`src/uart_irda_pkg.sv`:
```
// Function
// - Interrupt on data, break, overrun, framing error.
// - Data interrupt masked apart from error sources.
// - Data interrupt only after byte is held.
// - Multidrop interrupts follow scheme and last address.
// - Overrun keeps the held byte unchanged.
// - Overrun and break hidden until byte read.
// - After that read, overrun and available show.
// - Break flag tells if overrun was break.
// - Second data read clears the error bits.
// - Data register reloads only on complete word.
// - Transmit data write clears holding empty flag.
// - Infrared link never transmits and receives together.
// - Bit rate is clock over sixteen times divisor.
// - A one bit keeps output low sixteen clocks.
// - A zero bit: 7 low, 3 high, 6 low.
// - Endec enabled puts encoded output on transmit pin.
// - Pulse search window ends eight clocks past expected.
// - Each falling edge restarts the endec counter.
`default_nettype none

package uart_irda_pkg;

  // ----------------------------------------
  // Register byte addresses
  // ----------------------------------------
  localparam logic [7:0] ADDR_DATA = 8'h00;  // Receive read, transmit write.
  localparam logic [7:0] ADDR_STAT = 8'h04;  // Status, read only.
  localparam logic [7:0] ADDR_CTL0 = 8'h08;  // Enables and parity.
  localparam logic [7:0] ADDR_CTL1 = 8'h0c;  // Multidrop, masks, infrared.
  localparam logic [7:0] ADDR_NODE = 8'h10;  // Own node address.
  localparam logic [7:0] ADDR_BAUD = 8'h14;  // Baud divisor.

  // ----------------------------------------
  // Field positions
  // ----------------------------------------
  localparam int ST_AVAIL = 0;  // Byte held.
  localparam int ST_OVR   = 1;  // Overrun.
  localparam int ST_FRM   = 2;  // Framing error.
  localparam int ST_PAR   = 3;  // Parity error.
  localparam int ST_BRK   = 4;  // Break detected.
  localparam int ST_THE   = 5;  // Transmit holding empty.
  localparam int ST_TXB   = 6;  // Transmitter busy.
  localparam int ST_ADR   = 7;  // Held byte was an address.
  localparam int C0_RXEN  = 0;  // Receive enable.
  localparam int C0_TXEN  = 1;  // Transmit enable.
  localparam int C0_PEN   = 2;  // Parity enable.
  localparam int C0_PODD  = 3;  // Odd parity.
  localparam int C1_MDEN  = 0;  // Multidrop enable.
  localparam int C1_SCH   = 1;  // Address scheme, two bits.
  localparam int C1_DIE   = 3;  // Received data interrupt enable.
  localparam int C1_INFRARED_ENABLE  = 4;  // Infrared enable.
  localparam int C1_TXADR = 5;  // Ninth bit sent in multidrop.

  // ----------------------------------------
  // Reset values and counts
  // ----------------------------------------
  localparam logic [15:0] BAUD_RST  = 16'h0001;  // Divisor after reset.
  localparam logic [3:0]  TICK_LAST = 4'hf;      // Last of 16 ticks per bit.
  localparam logic [3:0]  TICK_MID  = 4'h7;      // Start bit checked here.
  localparam logic [3:0]  IR_HI_LO  = 4'h7;      // First high tick of pulse.
  localparam logic [3:0]  IR_HI_HI  = 4'h9;      // Last high tick of pulse.
  localparam logic [4:0]  DEC_BIT   = 5'h10;     // Next pulse expected here.
  localparam logic [4:0]  DEC_WIN   = 5'h18;     // Window ends 8 ticks later.
  localparam logic [1:0]  RESP_OK   = 2'h0;      // Bus answer, accepted.
  localparam logic [1:0]  RESP_ERR  = 2'h2;      // Bus answer, unmapped.

  // Receiver sequence.
  typedef enum logic [1:0] {RX_IDLE, RX_START, RX_BITS, RX_STOP} rx_state_t;

endpackage : uart_irda_pkg

`default_nettype wire

```
`src/uart_irda_rx.sv`:
```
`default_nettype none

module uart_irda_rx (
  // Clock and reset.
  input  wire logic        aclk,
  input  wire logic        aresetn,
  // Write address channel.
  input  wire logic [7:0]  awaddr,
  input  wire logic        awvalid,
  output logic             awready,
  // Write data channel.
  input  wire logic [31:0] wdata,
  input  wire logic [3:0]  wstrb,
  input  wire logic        wvalid,
  output logic             wready,
  // Write response channel.
  output logic [1:0]       bresp,
  output logic             bvalid,
  input  wire logic        bready,
  // Read address channel.
  input  wire logic [7:0]  araddr,
  input  wire logic        arvalid,
  output logic             arready,
  // Read data channel.
  output logic [31:0]      rdata,
  output logic [1:0]       rresp,
  output logic             rvalid,
  input  wire logic        rready,
  // Serial pins and interrupt.
  input  wire logic        rxd_pin,
  output logic             txd_pin,
  output logic             rx_irq
);

  // ----------------------------------------
  // State
  // ----------------------------------------
  // All flip-flops of the block in one record.
  typedef struct packed {
    logic                   rx_s1;        // First synchroniser stage.
    logic                   rx_s2;        // Second synchroniser stage.
    logic                   rx_prev;      // Delayed copy for edge finding.
    logic [15:0]            baud_cnt;     // Divider count.
    logic                   tick;         // 16x baud enable pulse.
    logic [3:0]             ctl0;         // Enables and parity.
    logic [5:0]             ctl1;         // Multidrop, mask, infrared.
    logic [7:0]             node;         // Own address.
    logic [15:0]            baud_div;     // Divisor.
    uart_irda_pkg::rx_state_t rx_st;      // Receiver state.
    logic [3:0]             rx_tck;       // Tick within bit.
    logic [3:0]             rx_bitn;      // Bits taken so far.
    logic [8:0]             rx_shift;     // Incoming bits.
    logic [7:0]             rx_data;      // Held byte.
    logic                   rx_avail;     // Held byte valid.
    logic                   ovr_pend;     // Overrun not yet shown.
    logic                   brk_pend;     // Break behind hidden overrun.
    logic                   overrun;      // Overrun shown.
    logic                   break_detected; // Break shown.
    logic                   framing;      // Framing error.
    logic                   parity_err;   // Parity error.
    logic                   rx_is_addr;   // Held byte is an address.
    logic                   addr_match;   // Last address was ours.
    logic [7:0]             tx_hold;      // Transmit holding byte.
    logic                   tx_holding_empty; // Holding byte free.
    logic                   tx_busy;      // Shifter running.
    logic [10:0]            tx_shift;     // Outgoing frame.
    logic [3:0]             tx_left;      // Bits still to send.
    logic [3:0]             tx_tck;       // Tick within bit.
    logic                   dec_active;   // Decoder following pulses.
    logic [4:0]             dec_cnt;      // Endec clock counter.
    logic                   dec_out;      // Decoded serial level.
    logic                   aw_got;       // Write address captured.
    logic                   w_got;        // Write data captured.
    logic [7:0]             aw_addr;      // Captured write address.
    logic [31:0]            w_data;       // Captured write data.
    logic [3:0]             w_strb;       // Captured strobes.
    logic                   awready;      // Address ready.
    logic                   wready;       // Data ready.
    logic                   bvalid;       // Response valid.
    logic [1:0]             bresp;        // Response code.
    logic                   arready;      // Read address ready.
    logic                   rvalid;       // Read data valid.
    logic [31:0]            rdata;        // Read data.
    logic [1:0]             rresp;        // Read response.
    logic                   txd_pin;      // Transmit pin level.
    logic                   rx_irq;       // Interrupt level.
  } state_t;

  state_t s;       // Current state.
  state_t next_s;  // Next state.

  // ----------------------------------------
  // Outputs
  // ----------------------------------------
  assign awready = s.awready;
  assign wready  = s.wready;
  assign bvalid  = s.bvalid;
  assign bresp   = s.bresp;
  assign arready = s.arready;
  assign rvalid  = s.rvalid;
  assign rdata   = s.rdata;
  assign rresp   = s.rresp;
  assign txd_pin = s.txd_pin;
  assign rx_irq  = s.rx_irq;

  // ----------------------------------------
  // Next state logic
  // ----------------------------------------
  // Updates run in order, so later steps see earlier ones;
  // a completed character wins over a clearing read.
  always_comb begin
    state_t n;
    logic   uart_en;
    logic   ir_en;
    logic   mp;
    logic   extra;
    logic   rx_bit;
    logic   fall;
    logic   stop_bit;
    logic   frm;
    logic   brk;
    logic   perr;
    logic   irq_ok;
    logic   ir_pulse;
    logic   rd;
    logic   wr;
    logic [7:0] rx_byte;
    logic [31:0] rmux;
    n        = s;
    uart_en  = s.ctl0[uart_irda_pkg::C0_RXEN] | s.ctl0[uart_irda_pkg::C0_TXEN];
    ir_en    = s.ctl1[uart_irda_pkg::C1_INFRARED_ENABLE];
    mp       = s.ctl1[uart_irda_pkg::C1_MDEN];
    extra    = mp | s.ctl0[uart_irda_pkg::C0_PEN];
    fall     = s.rx_prev & ~s.rx_s2;
    stop_bit = 1'b0;
    frm      = 1'b0;
    brk      = 1'b0;
    perr     = 1'b0;
    irq_ok   = 1'b1;
    ir_pulse = 1'b0;
    rd       = 1'b0;
    wr       = 1'b0;
    rx_byte  = 8'h00;
    rmux     = 32'h0000_0000;

    // Pin synchroniser; only the second stage feeds logic.
    n.rx_s1   = rxd_pin;
    n.rx_s2   = s.rx_s1;
    n.rx_prev = s.rx_s2;

    // Baud divider: one tick per divisor cycles, 16 ticks per bit.
    n.tick = 1'b0;
    if (uart_en) begin
      if ({1'b0, s.baud_cnt} + 17'h00001 >= {1'b0, s.baud_div}) begin
        n.tick     = 1'b1;
        n.baud_cnt = 16'h0000;
      end else begin
        n.baud_cnt = s.baud_cnt + 16'h0001;
      end
    end else begin
      n.baud_cnt = 16'h0000;
    end

    // Infrared decoder, held off while transmitting.
    if (!(ir_en && uart_en) || s.tx_busy) begin
      n.dec_active = 1'b0;
      n.dec_cnt    = 5'h00;
      n.dec_out    = 1'b1;
    end else if (fall) begin
      // Each pulse restarts the counter and marks a zero bit.
      n.dec_active = 1'b1;
      n.dec_cnt    = 5'h00;
      n.dec_out    = 1'b0;
    end else if (s.tick && s.dec_active) begin
      n.dec_cnt = s.dec_cnt + 5'h01;
      if (n.dec_cnt >= uart_irda_pkg::DEC_BIT) begin
        n.dec_out = 1'b1;
      end
      if (n.dec_cnt >= uart_irda_pkg::DEC_WIN) begin
        n.dec_active = 1'b0;
      end
    end

    // Receive line comes from the decoder in infrared mode.
    rx_bit = ir_en ? s.dec_out : s.rx_s2;

    // ----------------------------------------
    // Register reads
    // ----------------------------------------
    if (s.rvalid && rready) begin
      n.rvalid = 1'b0;
    end
    if (s.arready && arvalid) begin
      rd      = 1'b1;
      n.rresp = uart_irda_pkg::RESP_OK;
      unique case (araddr)
        uart_irda_pkg::ADDR_DATA: rmux = {24'h000000, s.rx_data};
        uart_irda_pkg::ADDR_STAT: rmux = {24'h000000, s.rx_is_addr, s.tx_busy,
                                          s.tx_holding_empty, s.break_detected,
                                          s.parity_err, s.framing, s.overrun,
                                          s.rx_avail};
        uart_irda_pkg::ADDR_CTL0: rmux = {28'h0000000, s.ctl0};
        uart_irda_pkg::ADDR_CTL1: rmux = {26'h0000000, s.ctl1};
        uart_irda_pkg::ADDR_NODE: rmux = {24'h000000, s.node};
        uart_irda_pkg::ADDR_BAUD: rmux = {16'h0000, s.baud_div};
        default:                  n.rresp = uart_irda_pkg::RESP_ERR;
      endcase
      n.rdata  = rmux;
      n.rvalid = 1'b1;
    end

    // Data reads walk the overrun sequence.
    if (rd && araddr == uart_irda_pkg::ADDR_DATA) begin
      if (s.overrun) begin
        // Second read after the overrun shows: all errors clear.
        n.overrun        = 1'b0;
        n.break_detected = 1'b0;
        n.framing        = 1'b0;
        n.parity_err     = 1'b0;
        n.rx_avail       = 1'b0;
      end else if (s.ovr_pend) begin
        // Valid byte taken; now reveal overrun, keep available set.
        n.overrun        = 1'b1;
        n.break_detected = s.brk_pend;
        n.rx_avail       = 1'b1;
        n.ovr_pend       = 1'b0;
        n.brk_pend       = 1'b0;
      end else begin
        n.rx_avail       = 1'b0;
        n.break_detected = 1'b0;
        n.framing        = 1'b0;
        n.parity_err     = 1'b0;
      end
    end

    // ----------------------------------------
    // Receiver
    // ----------------------------------------
    if (!s.ctl0[uart_irda_pkg::C0_RXEN]) begin
      n.rx_st = uart_irda_pkg::RX_IDLE;
    end else if (s.tick) begin
      n.rx_tck = s.rx_tck + 4'h1;
      unique case (s.rx_st)
        uart_irda_pkg::RX_IDLE: begin
          // Resynchronise only on a start bit.
          n.rx_tck = 4'h0;
          if (!rx_bit) begin
            n.rx_st = uart_irda_pkg::RX_START;
          end
        end
        uart_irda_pkg::RX_START: begin
          if (s.rx_tck == uart_irda_pkg::TICK_MID) begin
            n.rx_tck  = 4'h0;
            n.rx_bitn = 4'h0;
            n.rx_st   = rx_bit ? uart_irda_pkg::RX_IDLE : uart_irda_pkg::RX_BITS;
          end
        end
        uart_irda_pkg::RX_BITS: begin
          if (s.rx_tck == uart_irda_pkg::TICK_LAST) begin
            n.rx_shift = {rx_bit, s.rx_shift[8:1]};
            n.rx_bitn  = s.rx_bitn + 4'h1;
            if (s.rx_bitn == (extra ? 4'h8 : 4'h7)) begin
              n.rx_st = uart_irda_pkg::RX_STOP;
            end
          end
        end
        uart_irda_pkg::RX_STOP: begin
          if (s.rx_tck == uart_irda_pkg::TICK_LAST) begin
            stop_bit = 1'b1;
            n.rx_st  = uart_irda_pkg::RX_IDLE;
          end
        end
      endcase
    end

    // Word done: load it, or drop it as an overrun.
    if (stop_bit) begin
      rx_byte = extra ? s.rx_shift[7:0] : s.rx_shift[8:1];
      frm     = ~rx_bit;
      brk     = frm && rx_byte == 8'h00 && !(extra && s.rx_shift[8]);
      perr    = s.ctl0[uart_irda_pkg::C0_PEN] && !mp &&
                ((^{rx_byte, s.rx_shift[8]}) != s.ctl0[uart_irda_pkg::C0_PODD]);
      if (mp && s.rx_shift[8]) begin
        n.addr_match = (rx_byte == s.node);
      end
      if (n.rx_avail) begin
        // Held byte is kept; the new one is dropped.
        n.ovr_pend = 1'b1;
        n.brk_pend = s.brk_pend | brk;
      end else begin
        n.rx_data        = rx_byte;
        n.rx_avail       = 1'b1;
        n.framing        = frm;
        n.break_detected = brk;
        n.parity_err     = perr;
        n.rx_is_addr     = mp & s.rx_shift[8];
      end
    end

    // ----------------------------------------
    // Transmitter and encoder
    // ----------------------------------------
    if (!s.ctl0[uart_irda_pkg::C0_TXEN]) begin
      n.tx_busy = 1'b0;
    end else if (!s.tx_busy) begin
      // Half duplex: no start mid-frame in infrared mode.
      if (!s.tx_holding_empty && !(ir_en && s.rx_st != uart_irda_pkg::RX_IDLE)) begin
        n.tx_shift = {1'b1,
                      mp ? s.ctl1[uart_irda_pkg::C1_TXADR]
                         : (^s.tx_hold) ^ s.ctl0[uart_irda_pkg::C0_PODD],
                      s.tx_hold, 1'b0};
        if (!extra) begin
          n.tx_shift[9] = 1'b1;
        end
        n.tx_left          = extra ? 4'hb : 4'ha;
        n.tx_tck           = 4'h0;
        n.tx_busy          = 1'b1;
        n.tx_holding_empty = 1'b1;
      end
    end else if (s.tick) begin
      n.tx_tck = s.tx_tck + 4'h1;
      if (s.tx_tck == uart_irda_pkg::TICK_LAST) begin
        n.tx_shift = {1'b1, s.tx_shift[10:1]};
        n.tx_left  = s.tx_left - 4'h1;
        if (s.tx_left == 4'h1) begin
          n.tx_busy = 1'b0;
        end
      end
    end

    // A zero bit gives a 3-tick pulse after 7 low ticks; a one stays low.
    ir_pulse = s.tx_busy && !s.tx_shift[0] &&
               s.tx_tck >= uart_irda_pkg::IR_HI_LO &&
               s.tx_tck <= uart_irda_pkg::IR_HI_HI;
    n.txd_pin = ir_en ? ir_pulse : (s.tx_busy ? s.tx_shift[0] : 1'b1);

    // ----------------------------------------
    // Register writes
    // ----------------------------------------
    if (s.bvalid && bready) begin
      n.bvalid = 1'b0;
    end
    if (s.awready && awvalid) begin
      n.aw_got  = 1'b1;
      n.aw_addr = awaddr;
    end
    if (s.wready && wvalid) begin
      n.w_got  = 1'b1;
      n.w_data = wdata;
      n.w_strb = wstrb;
    end
    if (s.aw_got && s.w_got && !s.bvalid) begin
      wr       = s.w_strb[0];
      n.aw_got = 1'b0;
      n.w_got  = 1'b0;
      n.bvalid = 1'b1;
      n.bresp  = uart_irda_pkg::RESP_OK;
      unique case (s.aw_addr)
        uart_irda_pkg::ADDR_DATA: begin
          if (wr) begin
            n.tx_hold          = s.w_data[7:0];
            n.tx_holding_empty = 1'b0;
          end
        end
        uart_irda_pkg::ADDR_CTL0: if (wr) n.ctl0 = s.w_data[3:0];
        uart_irda_pkg::ADDR_CTL1: if (wr) n.ctl1 = s.w_data[5:0];
        uart_irda_pkg::ADDR_NODE: if (wr) n.node = s.w_data[7:0];
        uart_irda_pkg::ADDR_BAUD: begin
          if (wr) n.baud_div[7:0] = s.w_data[7:0];
          if (s.w_strb[1]) n.baud_div[15:8] = s.w_data[15:8];
        end
        uart_irda_pkg::ADDR_STAT: ;
        default: n.bresp = uart_irda_pkg::RESP_ERR;
      endcase
    end
    n.awready = ~n.aw_got & ~n.bvalid;
    n.wready  = ~n.w_got & ~n.bvalid;
    n.arready = ~n.rvalid;

    // ----------------------------------------
    // Interrupt
    // ----------------------------------------
    // Multidrop gating by scheme and last address.
    if (n.ctl1[uart_irda_pkg::C1_MDEN]) begin
      unique case (n.ctl1[uart_irda_pkg::C1_SCH +: 2])
        2'h0: irq_ok = 1'b1;
        2'h1: irq_ok = n.rx_is_addr;
        2'h2: irq_ok = ~n.rx_is_addr & n.addr_match;
        2'h3: irq_ok = n.addr_match;
      endcase
    end
    n.rx_irq = (n.rx_avail & n.ctl1[uart_irda_pkg::C1_DIE] & irq_ok) |
               n.ovr_pend | n.overrun | n.framing | n.parity_err |
               n.break_detected;

    next_s = n;
  end

  // ----------------------------------------
  // State register
  // ----------------------------------------
  // Synchronous reset to constants only.
  always_ff @(posedge aclk) begin
    if (!aresetn) begin
      s                  <= '0;
      s.rx_s1            <= 1'b1;
      s.rx_s2            <= 1'b1;
      s.rx_prev          <= 1'b1;
      s.baud_div         <= uart_irda_pkg::BAUD_RST;
      s.rx_st            <= uart_irda_pkg::RX_IDLE;
      s.tx_holding_empty <= 1'b1;
      s.dec_out          <= 1'b1;
      s.txd_pin          <= 1'b1;
    end else begin
      s <= next_s;
    end
  end

endmodule : uart_irda_rx

`default_nettype wire

```
`config.mk`:
```
export PLATFORM = sky130hd
export DESIGN_NAME = uart_irda_rx
export DESIGN_NICKNAME = d
export VERILOG_FILES = /design/src/uart_irda_pkg.sv /design/src/uart_irda_rx.sv
export SDC_FILE = /design/constraint.sdc
export NUM_CORES = 1
export LEC_CHECK = 0
export ABC_AREA = 1
export BUFFER_PORTS_ARGS = -buffer_cell sky130_fd_sc_hd__buf_4
export CAP_MARGIN = 20
export CORE_ASPECT_RATIO = 1.75
export CORE_MARGIN = 2
export CORE_UTILIZATION = 53
export DETAILED_ROUTE_END_ITERATION = 10
export PLACE_DENSITY_LB_ADDON = 0.3
export RECOVER_POWER = 50
export SYNTH_ARGS = -nofsm -noshare
export SYNTH_HDL_FRONTEND = slang
export SYNTH_SLANG_ARGS = --single-unit
```
`constraint.sdc`:
```
create_clock -name aclk -period 2.7 [get_ports aclk]
set_input_delay 0.27 -clock aclk [delete_from_list [all_inputs] [get_ports aclk]]
set_output_delay 0.27 -clock aclk [all_outputs]
set_load 0.005 [all_outputs]
```
# --- After elaboration in Yosys (flattened, before gate mapping) ---
# Index checks and enable logic that the tools add are counted.
word_totals:
  register_bits: 197
  latch_bits: 0
  ramBits: 0
  romBits: 0
  input_bits: 60
  memories: 0
classes:
  n_addsub: 7
  mul: 0
  n_div: 0
  magnitude_cmp: 5
  eq_ne: 30
  n_shift: 0
  mux: 71
  bitwise_logic: 26
  reduce_logical: 65
ops:
  columns: ["cell", "count"]
  rows:
  - ["$pmux W16 S6", 1]
  - ["$mux W20", 2]
  - ["$mux W8", 5]
  - ["$mux W35", 1]
  - ["$eq A8 B4 Y1 const B", 4]
  - ["$eq A8 B5 Y1 const B", 4]
  - ["$mux W16", 2]
  - ["$mux W1", 29]
  - ["$mux W28", 1]
  - ["$logic_not A8 Y1", 3]
  - ["$mux W2", 12]
  - ["$logic_and A1 B1 Y1", 21]
  - ["$mux W21", 1]
  - ["$mux W7", 3]
  - ["$reduce_and A3 Y1", 7]
  - ["$mux W4", 5]
  - ["$add A16 B1 Y17 const B", 1]
  - ["$ge A17 B16 Y1", 1]
  - ["$add A16 B1 Y16 const B", 1]
  - ["$eq A8 B3 Y1 const B", 2]
  - ["$pmux W4 S2", 2]
  - ["$reduce_and A2 Y1", 7]
  - ["$mux W13", 1]
  - ["$add A4 B1 Y4 const B", 3]
  - ["36 further kinds", 85]

# --- Logic depth before layout (Yosys ltp) ---
# Gate-level depths: netlist of run 1.
depth:
  depth_word: 17
  depth_mapped: 22
  ltp_nobuf: 22

# --- Worst setup path before layout of run 1 ---
# No wires, ideal clock.
synth_path:
  path_kind: "register to register"
  startpoint: "register s[196] in the netlist's numbering"
  endpoint: "register s[205] in the netlist's numbering"
  setup_ns: 0.122
  arrival_time_ns: 2.645
  setup_slack_ns: -0.067
  stages_incl_launch_ff: 19
  path_buffers: 1
  synth_period_minus_slack_ns: 2.767
  path_cell_list: "dfxtp_1 ha_1 nand2_2 nor2_4 nand4_2 nor2_4 nand2_1 nor4_1 xor2_1 inv_1 ha_1 nand2_1 inv_1 nand3_1 nor4_1 nand4_1 nand4_4 buf_6 nor2_2"
synth_via:
  elab_chain_len: 3
  elab_cells_between_ends: 4
synth_rtl:
  columns: ["element", "line", "source"]
  rows:
  - ["start: declaration", "uart_irda_rx.sv:89", "state_t s;"]
  - ["start signal: assignment", "uart_irda_rx.sv:415", "s <= next_s;"]
  - ["$add A16 B1 Y17", "uart_irda_rx.sv:154", "if ({1'b0, s.baud_cnt} + 17'h00001 >= {1'b0, s.baud_div}) begin"]
  - ["$ge A17 B16 Y1", "uart_irda_rx.sv:154", null]
  - ["$reduce_or A3 Y1 (no source line)", null, null]
# Parallel ways exist; a longest one is shown, timed or not.
# A chain may end at the register's enable or synchronous reset.

# --- Final worst setup path of run 1 ---
layout_path:
  startpoint: "register s[196] in the netlist's numbering"
  endpoint: "register s[197] in the netlist's numbering"
# The elaborated chain is that of the path after synthesis.

==> key figures, run 1 <==
Run status
  – Status: finished with violations
  – Failing checks: negative setup slack

Timing
  – Period utilization: 108.1%
  – Worst Hold Slack: 0.02886 ns
  – Post-layout min period: 2.919 ns
  – RSZ-0062 raised after global routing: true
  – Clock skew: 0.01393 ns
  – Setup violators final: 17
  – Hold Fails Final Rpt: 0
  – Rel. slew slack: 18.36%
  – Sum of negative setup slack: -3.093 ns
  – FMAX: 0.3426 GHz
  – Slew Viols, Final: 0
  – Slew @ Worst Pin: 1.225 ns
  – Worst Slack Setup Final: -0.2190 ns

Yosys
  – Syn_area_per_cell: 7.278 µm²
  – Sequential area share after synthesis: 40.72%
  – EDFF count, synth: 0
  – Synth cell types: 55
  – Synth top area cells: dfxtp_1 41%, nand2_1 9.2%, o21ai_0 7.3%
  – Yosys top cell by area: dfxtp_1
  – Primary FF master, synth: dfxtp_1
  – Mapped cell area: 0.008800 mm²
  – Ys Warns: 0
  – Asr flop ratio synth: 0%
  – Share of the synthesized area in the top cell type: 40.72%
  – Yosys reg bits: 179
  – Synth Instances: 1209

Drt
  – DRC Markers: 0
  – Routed vias: 8048
  – Vias/cell: 5.305
  – ANT nets after route: 0
  – Avg WL per Cell: 14.28 µm
  – Final wirelength: 21.67 mm
  – DR iter-0 viols: 466
  – Drt pass-1 iters: 7

Clocking
  – Clk slew on worst S/H paths: 0.07 ns
  – Clk buf depth: 2
  – Root buf cell: clkbuf_16
  – Htree depth: 4
  – Total CTS buffers: 17
  – CTS tree: built
  – Hold buffer count at cts: 0
  – TritonCTS Sinks: 179
  – Clk_lat worst skew: 0.43 ns

Floorplan
  – Row Count: 62
  – I/O pin count: 103
  – Chip width: 101.4 µm
  – DIE HEIGHT: 174.5 µm
  – Core Area: 0.01637 mm²
  – Initial Util: 53.76%
  – Die area: 0.01769 mm²

GRT
  – Gr usage total: 24.65%
  – Largest net degree at the start of global routing: 76
  – First-pass GRT wire length: 34.73 mm
  – Vias in the first global route: 7612
  – Initial antenna violation count: 0
  – GRT overflow: 0

Min path
  – Hold endpoint: next_s[213]$_SDFF_PN1_
  – HP Class: input pin to register
  – Worst Hold Path Cells: 2
  – Worst min-delay path startpoint: rxd_pin

Power
  – Worst VDD drop: 0.3705 mV
  – Power Total: 5.340 mW
  – Leak pwr: 4.384 nW
  – PwrDens: 520.1 mW/mm²

Cells and area
  – Nets: 1365
  – Final non-filler cell total: 1517
  – Area growth from synthesis to layout: 16.68%
  – Fill count: 1466
  – Layout cells sized above 1: 16.16%
  – Ant diodes: 0

Placement
  – DP HPWL: 15.81 mm
  – Placement Setup Slack: -0.3256 ns
  – Placer Congestion: 0.9449
  – Input/output buffers: 66
  – Cell count after placement: 1476

Critical path
  – Cell mode on critical path: inv_2
  – Startpoint types: register
  – R2R setup slack: -0.22 ns
  – CP bufs+invs: 5
  – Crit path max-delay family: simple AND/OR/NAND/NOR gates
  – CP max stage cell: dfxtp_4
  – Slowest stage delay, CP: 0.37 ns
  – FF-to-FF End: s[197]$_SDFF_PP0_
  – WP data arrival: 3.28 ns
  – Crit Path Category: register to register
  – Worst EP required: 3.06 ns
  – Worst Setup End Kind: register
  – CP max FO: 8
  – Cell count of the worst reg-to-reg path: 22
  – CP Cell Sequence: ha_4 > nand2_4 > nor2_4 > nand4_4 > nor2_4 > inv_2 > nor3_4 > inv_2 > o21bai_1 > nand2_1 > inv_2 > ha_4 > nand2_2 > inv_2 > o21ai_1 > nand2_1 > nand4_1 > nand4_1 > nor2_2 > nand4_4 > clkbuf_16 > nor2_2
  – RR Startpoint: s[196]$_SDFF_PP0_

Job
  – Max-Cap Viols: 0
==> worst reg2reg max path, delay by kind of cell, from the launching register on <==
| kind | cells | cell delay (ns) |
|---|---|---|
| adder cells (fa/ha/maj) | 2 | 0.34 |
| buffers and inverters | 5 | 0.44 |
| flip-flops | 1 | 0.37 |
| AO/OA/AOI/OAI | 2 | 0.21 |
| AND/OR/NAND/NOR | 13 | 1.49 |
==> final cells by class <==
type	count	area, µm²	share of cell area (%)
timing repair buffer	109	828.3	8.067
multi-input combinational	810	4392	42.77
clock inverter	12	110.1	1.072
sequential	179	3588	34.95
inverter	163	611.8	5.959
tap	224	280.3	2.730
clock buffer	20	456.7	4.448
==> layout by cell type (no fill, tap or decap), types with 4 or more instances in the layout <==
cell type   synthesis  routed
nand2_1           216     212
dfxtp_1           179     177
inv_1             155     151
o21ai_0           129     130
nor2_1            113     109
a21oi_1           105     105
buf_4              39      78
nand3_1            38      34
clkbuf_4            0      23
ha_1               25      21
nor3_1             19      18
conb_1              1      18
clkbuf_16           0      18
a211oi_1           15      15
nor2_2             15      14
nand4_1            12      13
xor2_1             13      12
inv_2               6      10
a221oi_1           10      10
o22ai_1             9       9
nand3_2             4       8
nand2_2             4       7
nor2_4              2       7
o31ai_1             7       7
xnor2_1             7       7
or2_2               6       6
o21ai_1             6       5
clkbuf_1           24       5
ha_4                0       4
inv_6               0       4
inv_8               0       4
clkinvlp_4          0       4
==> worst max-delay path by stage <==
stage / endpoint / startpoint / slack (ns) / cells after the start
2_1_floorplan: s[205]$_SDFF_PP0_ / s[196]$_SDFF_PP0_ / 0.01 / 18
3_3_place_gp: s[211]$_SDFF_PP0_ / s[196]$_SDFF_PP0_ / -0.20 / 14
3_5_place_dp: s[208]$_SDFF_PP0_ / s[196]$_SDFF_PP0_ / -0.33 / 21
4_1_cts: s[200]$_SDFF_PP0_ / s[196]$_SDFF_PP0_ / -0.10 / 18
5_1_grt: s[197]$_SDFF_PP0_ / s[196]$_SDFF_PP0_ / -0.35 / 22
6_report: s[197]$_SDFF_PP0_ / s[196]$_SDFF_PP0_ / -0.22 / 22
==> flip-flops by register name (all words and copies together) (netlist names), named ones only <==
register	count
bresp	1
next_s	2
wready	1
rx_irq	1
awready	1
arready	1
rvalid	1
rdata	16
bvalid	1
s	151
txd_pin	1
rresp	1
==> synth_stat cells (2+ instances only) <==
library cell and count:
nor2_1 113, nand4_1 12, nand2_2 4, clkbuf_1 24
o22ai_1 9, nor3_1 19, clkinv_1 2, xor2_1 13
a21oi_1 105, or2_2 6, nor2_2 15, buf_2 10
inv_1 155, nand3_1 38, a221oi_1 10, ha_1 25
nor2_4 2, inv_2 6, o21ai_1 6, nand3b_1 3
nor3b_1 2, a31oi_1 2, buf_4 39, nor4_1 5
nor4_2 3, o21ai_0 129, o31ai_1 7, a211oi_1 15
nand3_2 4, nand2_1 216, nand4_4 2, xnor2_1 7
dfxtp_1 179
==> cell families after synthesis <==
logic type,synth area share [%]
AOI/OAI and AO/OA,18.57
xor gates and xnor gates,1.991
adders and majority gates,3.555
buffers and inverters,12.00
DFF,40.72
other,0.04262
and+or+nand+nor,23.12
==> report_power, final <==
| part | switching [mW] | internal, mW | leakage [nW] |
|---|---|---|---|
| sequential | 0.0242 | 2.68 | 1.45 |
| clock | 1.11 | 1.26 | 0.268 |
| combinational | 0.161 | 0.0969 | 2.67 |
==> stage by stage <==
stage / area (µm²) / util, %
CTS: 10240 / 62.56
floorplan: 8870 / -
global route: 10270 / 62.73
global placement: 9469 / 57.85
finish: 10270 / 62.73
detailed placement: 9469 / 57.85
==> routing by layer <==
| layer | routed length (µm) | vias up | GRT usage, % |
|---|---|---|---|
| met1 | 8559 | 3710 | 27.47 |
| met5 | 0 | - | 0 |
| met3 | 793 | 57 | 3.257 |
| met2 | 11320 | 222 | 43.68 |
| li1 | - | 4059 | - |
| met4 | 993 | 0 | 14.25 |
==> what timing repair did <==
action | CTS | global route
cloned | 1 | 0
resized for setup | 27 | 17
setup endpoints to repair | 17 | 17
pin swaps | 4 | 5
setup buffers | 7 | 1
No activity file was read; power rests on OpenSTA's default activity.
==> run 2: changes to the inputs <==
ABC_AREA = default   (was 1)
==> key figures, run 2 <==
Cells and area
  – Max FFs per register: 151 (unchanged)
  – Biggest register: s (unchanged)
  – Layout cells sized above 1: 20.09% (was 16.16%)
  – Nets: 1177 (was 1365)
  – Ant diodes: 0 (unchanged)
  – Final non-filler cell total: 1332 (was 1517)
  – Fin util: 63.75% (was 62.73%)
  – Most common cell after layout, fill and taps aside: dfxtp_1 (was nand2_1)
  – Area growth from synthesis to layout: 18.79% (was 16.68%)
  – Most frequent cells in the layout: 175 x dfxtp_1, 117 x nand2_1, 105 x buf_4 (was 212 x nand2_1, 177 x dfxtp_1, 151 x inv_1)

Drt
  – DR iter-0 viols: 456 (was 466)
  – Final wirelength: 23.55 mm (was 21.67 mm)
  – Drt pass-1 iters: 4 (was 7)
  – ANT nets after route: 0 (unchanged)
  – Routed vias: 7524 (was 8048)
  – Avg WL per Cell: 17.68 µm (was 14.28 µm)
  – Vias/cell: 5.649 (was 5.305)
  – DRC Markers: 0 (unchanged)

Critical path
  – R2R setup slack: -0.19 ns (was -0.22 ns)
  – CP max FO: 8 (unchanged)
  – Worst Setup End Kind: register (unchanged)
  – Startpoint types: register (unchanged)
  – Crit Path Category: register to register (unchanged)
  – WP data arrival: 3.24 ns (was 3.28 ns)
  – Worst EP required: 3.05 ns (was 3.06 ns)
  – Cell count of the worst reg-to-reg path: 13 (was 22)

GRT
  – First-pass GRT wire length: 36.63 mm (was 34.73 mm)
  – Largest net degree at the start of global routing: 134 (was 76)
  – GRT overflow: 0 (unchanged)
  – Initial antenna violation count: 0 (unchanged)
  – Vias in the first global route: 7320 (was 7612)
  – Gr usage total: 26.18% (was 24.65%)

Timing
  – Setup violators final: 17 (unchanged)
  – FMAX: 0.3456 GHz (was 0.3426 GHz)
  – Slew Viols, Final: 134 (was 0)
  – Period utilization: 107.2% (was 108.1%)
  – Rel. slew slack: -42.84% (was 18.36%)
  – RSZ-0062 raised after global routing: true (unchanged)
  – Hold Fails Final Rpt: 0 (unchanged)
  – Slew @ Worst Pin: 2.143 ns (was 1.225 ns)
  – Clock skew: 0.01087 ns (was 0.01393 ns)
  – Post-layout min period: 2.894 ns (was 2.919 ns)
  – Worst Slack Setup Final: -0.1936 ns (was -0.2190 ns)
  – Worst Hold Slack: 0.01428 ns (was 0.02886 ns)

Placement
  – DP HPWL: 16.48 mm (was 15.81 mm)
  – Cell count after placement: 1289 (was 1476)
  – Placer Congestion: 0.9443 (was 0.9449)
  – Placement Setup Slack: -0.2384 ns (was -0.3256 ns)
  – Input/output buffers: 66 (unchanged)

Yosys
  – EDFF count, synth: 0 (unchanged)
  – Yosys top cell by area: dfxtp_1 (unchanged)
  – Post-synth top cells: 179 x dfxtp_1, 117 x nand2_1, 76 x nor2b_1 (was 216 x nand2_1, 179 x dfxtp_1, 155 x inv_1)
  – Primary FF master, synth: dfxtp_1 (unchanged)
  – Synth Instances: 1010 (was 1209)
  – Mapped cell area: 0.009010 mm² (was 0.008800 mm²)
  – Synth top area cells: dfxtp_1 40%, mux2i_1 6.4%, nor2b_1 5.3% (was dfxtp_1 41%, nand2_1 9.2%, o21ai_0 7.3%)
  – Yosys reg bits: 179 (unchanged)
  – Most common cell in the netlist: dfxtp_1 (was nand2_1)
  – Syn_area_per_cell: 8.921 µm² (was 7.278 µm²)
  – Ys Warns: 0 (unchanged)
  – Asr flop ratio synth: 0% (unchanged)
  – Sequential area share after synthesis: 39.77% (was 40.72%)
  – Synth cell types: 70 (was 55)
  – Share of the synthesized area in the top cell type: 39.77% (was 40.72%)

Min path
  – Worst Hold Path Cells: 2 (unchanged)
  – HP Class: input pin to register (unchanged)

Floorplan
  – Chip width: 102.6 µm (was 101.4 µm)
  – Core Area: 0.01679 mm² (was 0.01637 mm²)
  – Row Count: 63 (was 62)
  – Die area: 0.01810 mm² (was 0.01769 mm²)
  – I/O pin count: 103 (unchanged)
  – Initial Util: 53.66% (was 53.76%)
  – DIE HEIGHT: 176.5 µm (was 174.5 µm)

Power
  – Worst VDD drop: 0.3362 mV (was 0.3705 mV)
  – PwrDens: 515.8 mW/mm² (was 520.1 mW/mm²)
  – Leak pwr: 4.041 nW (was 4.384 nW)

Clocking
  – TritonCTS Sinks: 179 (unchanged)
  – Total CTS buffers: 17 (unchanged)
  – Clk buf depth: 2 (unchanged)
  – CTS tree: built (unchanged)
  – Root buf cell: clkbuf_16 (unchanged)
  – Clk slew on worst S/H paths: 0.07 ns (about the same)
  – Htree depth: 4 (unchanged)
  – Clk_lat worst skew: 0.44 ns (was 0.43 ns)

Job
  – Max-Cap Viols: 1 (was 0)

Run status
  – Failing checks: max-capacitance violations, max-slew violations, negative setup slack (was negative setup slack)
  – Status: finished with violations (unchanged)
## run 2: changes by cell type after synthesis, moves of 13 or more
cell / previous run / this run
xnor2_1: 7 / 31
clkbuf_1: 24 / 44
nand2_1: 216 / 117
o21ai_0: 129 / 26
nor2b_1: 0 / 76
a21boi_0: 0 / 42
nor3b_1: 2 / 19
nor2_2: 15 / 2
inv_1: 155 / 34
mux2i_1: 0 / 58
a22oi_1: 1 / 20
a21oi_1: 105 / 24
nor2_1: 113 / 45
## run 2: cell type report
type                    count  area, µm²
well taps                 227      284.0
repair buffers            133      988.4
multi-input cells         727       5096
inverters                  34      127.6
flip-flops and latches    179       3588
clock inverters            14      178.9
fillers                  1420       6087
clock buffers              18      439.2
## run 2: cell families (layout without fill, tap and decap cells)
kind of cell / count (synthesis) / in the layout / share of synthesized area [%]
other: 1 / 18 / 0.04162
buffers and inverters: 123 / 199 / 7.068
and+or+nand+nor: 391 / 391 / 23.59
adders and majority gates: 25 / 25 / 3.472
AOI/OAI and AO/OA: 184 / 186 / 14.79
xor gates and xnor gates: 47 / 47 / 4.569
DFF: 179 / 179 / 39.77
muxes: 60 / 60 / 6.694
## run 2: power breakdown
| group | leakage, nW | internal [mW] | switching, mW | total (mW) |
|---|---|---|---|---|
| sequential | 1.45 | 2.67 | 0.0251 | 2.69 |
| combinational | 2.29 | 0.108 | 0.118 | 0.226 |
| clock | 0.304 | 1.44 | 1.16 | 2.60 |
| total | 4.04 | 4.22 | 1.30 | 5.52 |
## run 2: per-stage QoR
step | power [mW] | instance area, µm² | setup TNS (ns)
final | 5.521 | 10700 | -2.297
after global routing | 5.696 | 10700 | -4.611
after CTS | 5.550 | 10670 | -0.04299
after detailed placement | 2.979 | 9806 | -3.517
after global placement | 2.975 | 9806 | -1.976
after floorplan | 2.894 | 9097 | 0
## run 2: metal layers
layer  GRT usage, %  up-vias  routed length, µm
met5              0        -                  0
met4          16.06        0               1335
met3          4.751       93                780
met2          48.86      204              13050
met1          25.67     3617               8385
li1               -     3610                  -
## run 2: final timing paths
path	startpoint	endpoint
worst max register to register	s[197]$_SDFF_PP0_	s[201]$_SDFF_PP0_
worst min register to register	next_s[213]$_SDFF_PN1_	next_s[212]$_SDFF_PN1_
worst min-delay path	rxd_pin	next_s[213]$_SDFF_PN1_
worst max-delay path	s[197]$_SDFF_PP0_	s[201]$_SDFF_PP0_
## run 2: worst max-delay path, cell delays in order, from the launching register on
cell and delay [ns]:
dfxtp_1 0.37, ha_4 0.19, buf_4 0.12, and3_4 0.20, nand4_1 0.14, xnor2_2 0.18
ha_1 0.33, buf_6 0.12, a21o_1 0.14, a21o_1 0.20, a221oi_2 0.27, buf_4 0.21
o21ai_4 0.12, nor3b_1 0.24
## run 2: timing repair
item,CTS,global route
gates cloned,2,0
setup buffers,6,3
pin swaps,21,15
gates resized for setup,35,8
hold buffers,0,0
endpoints found under the setup margin,17,17
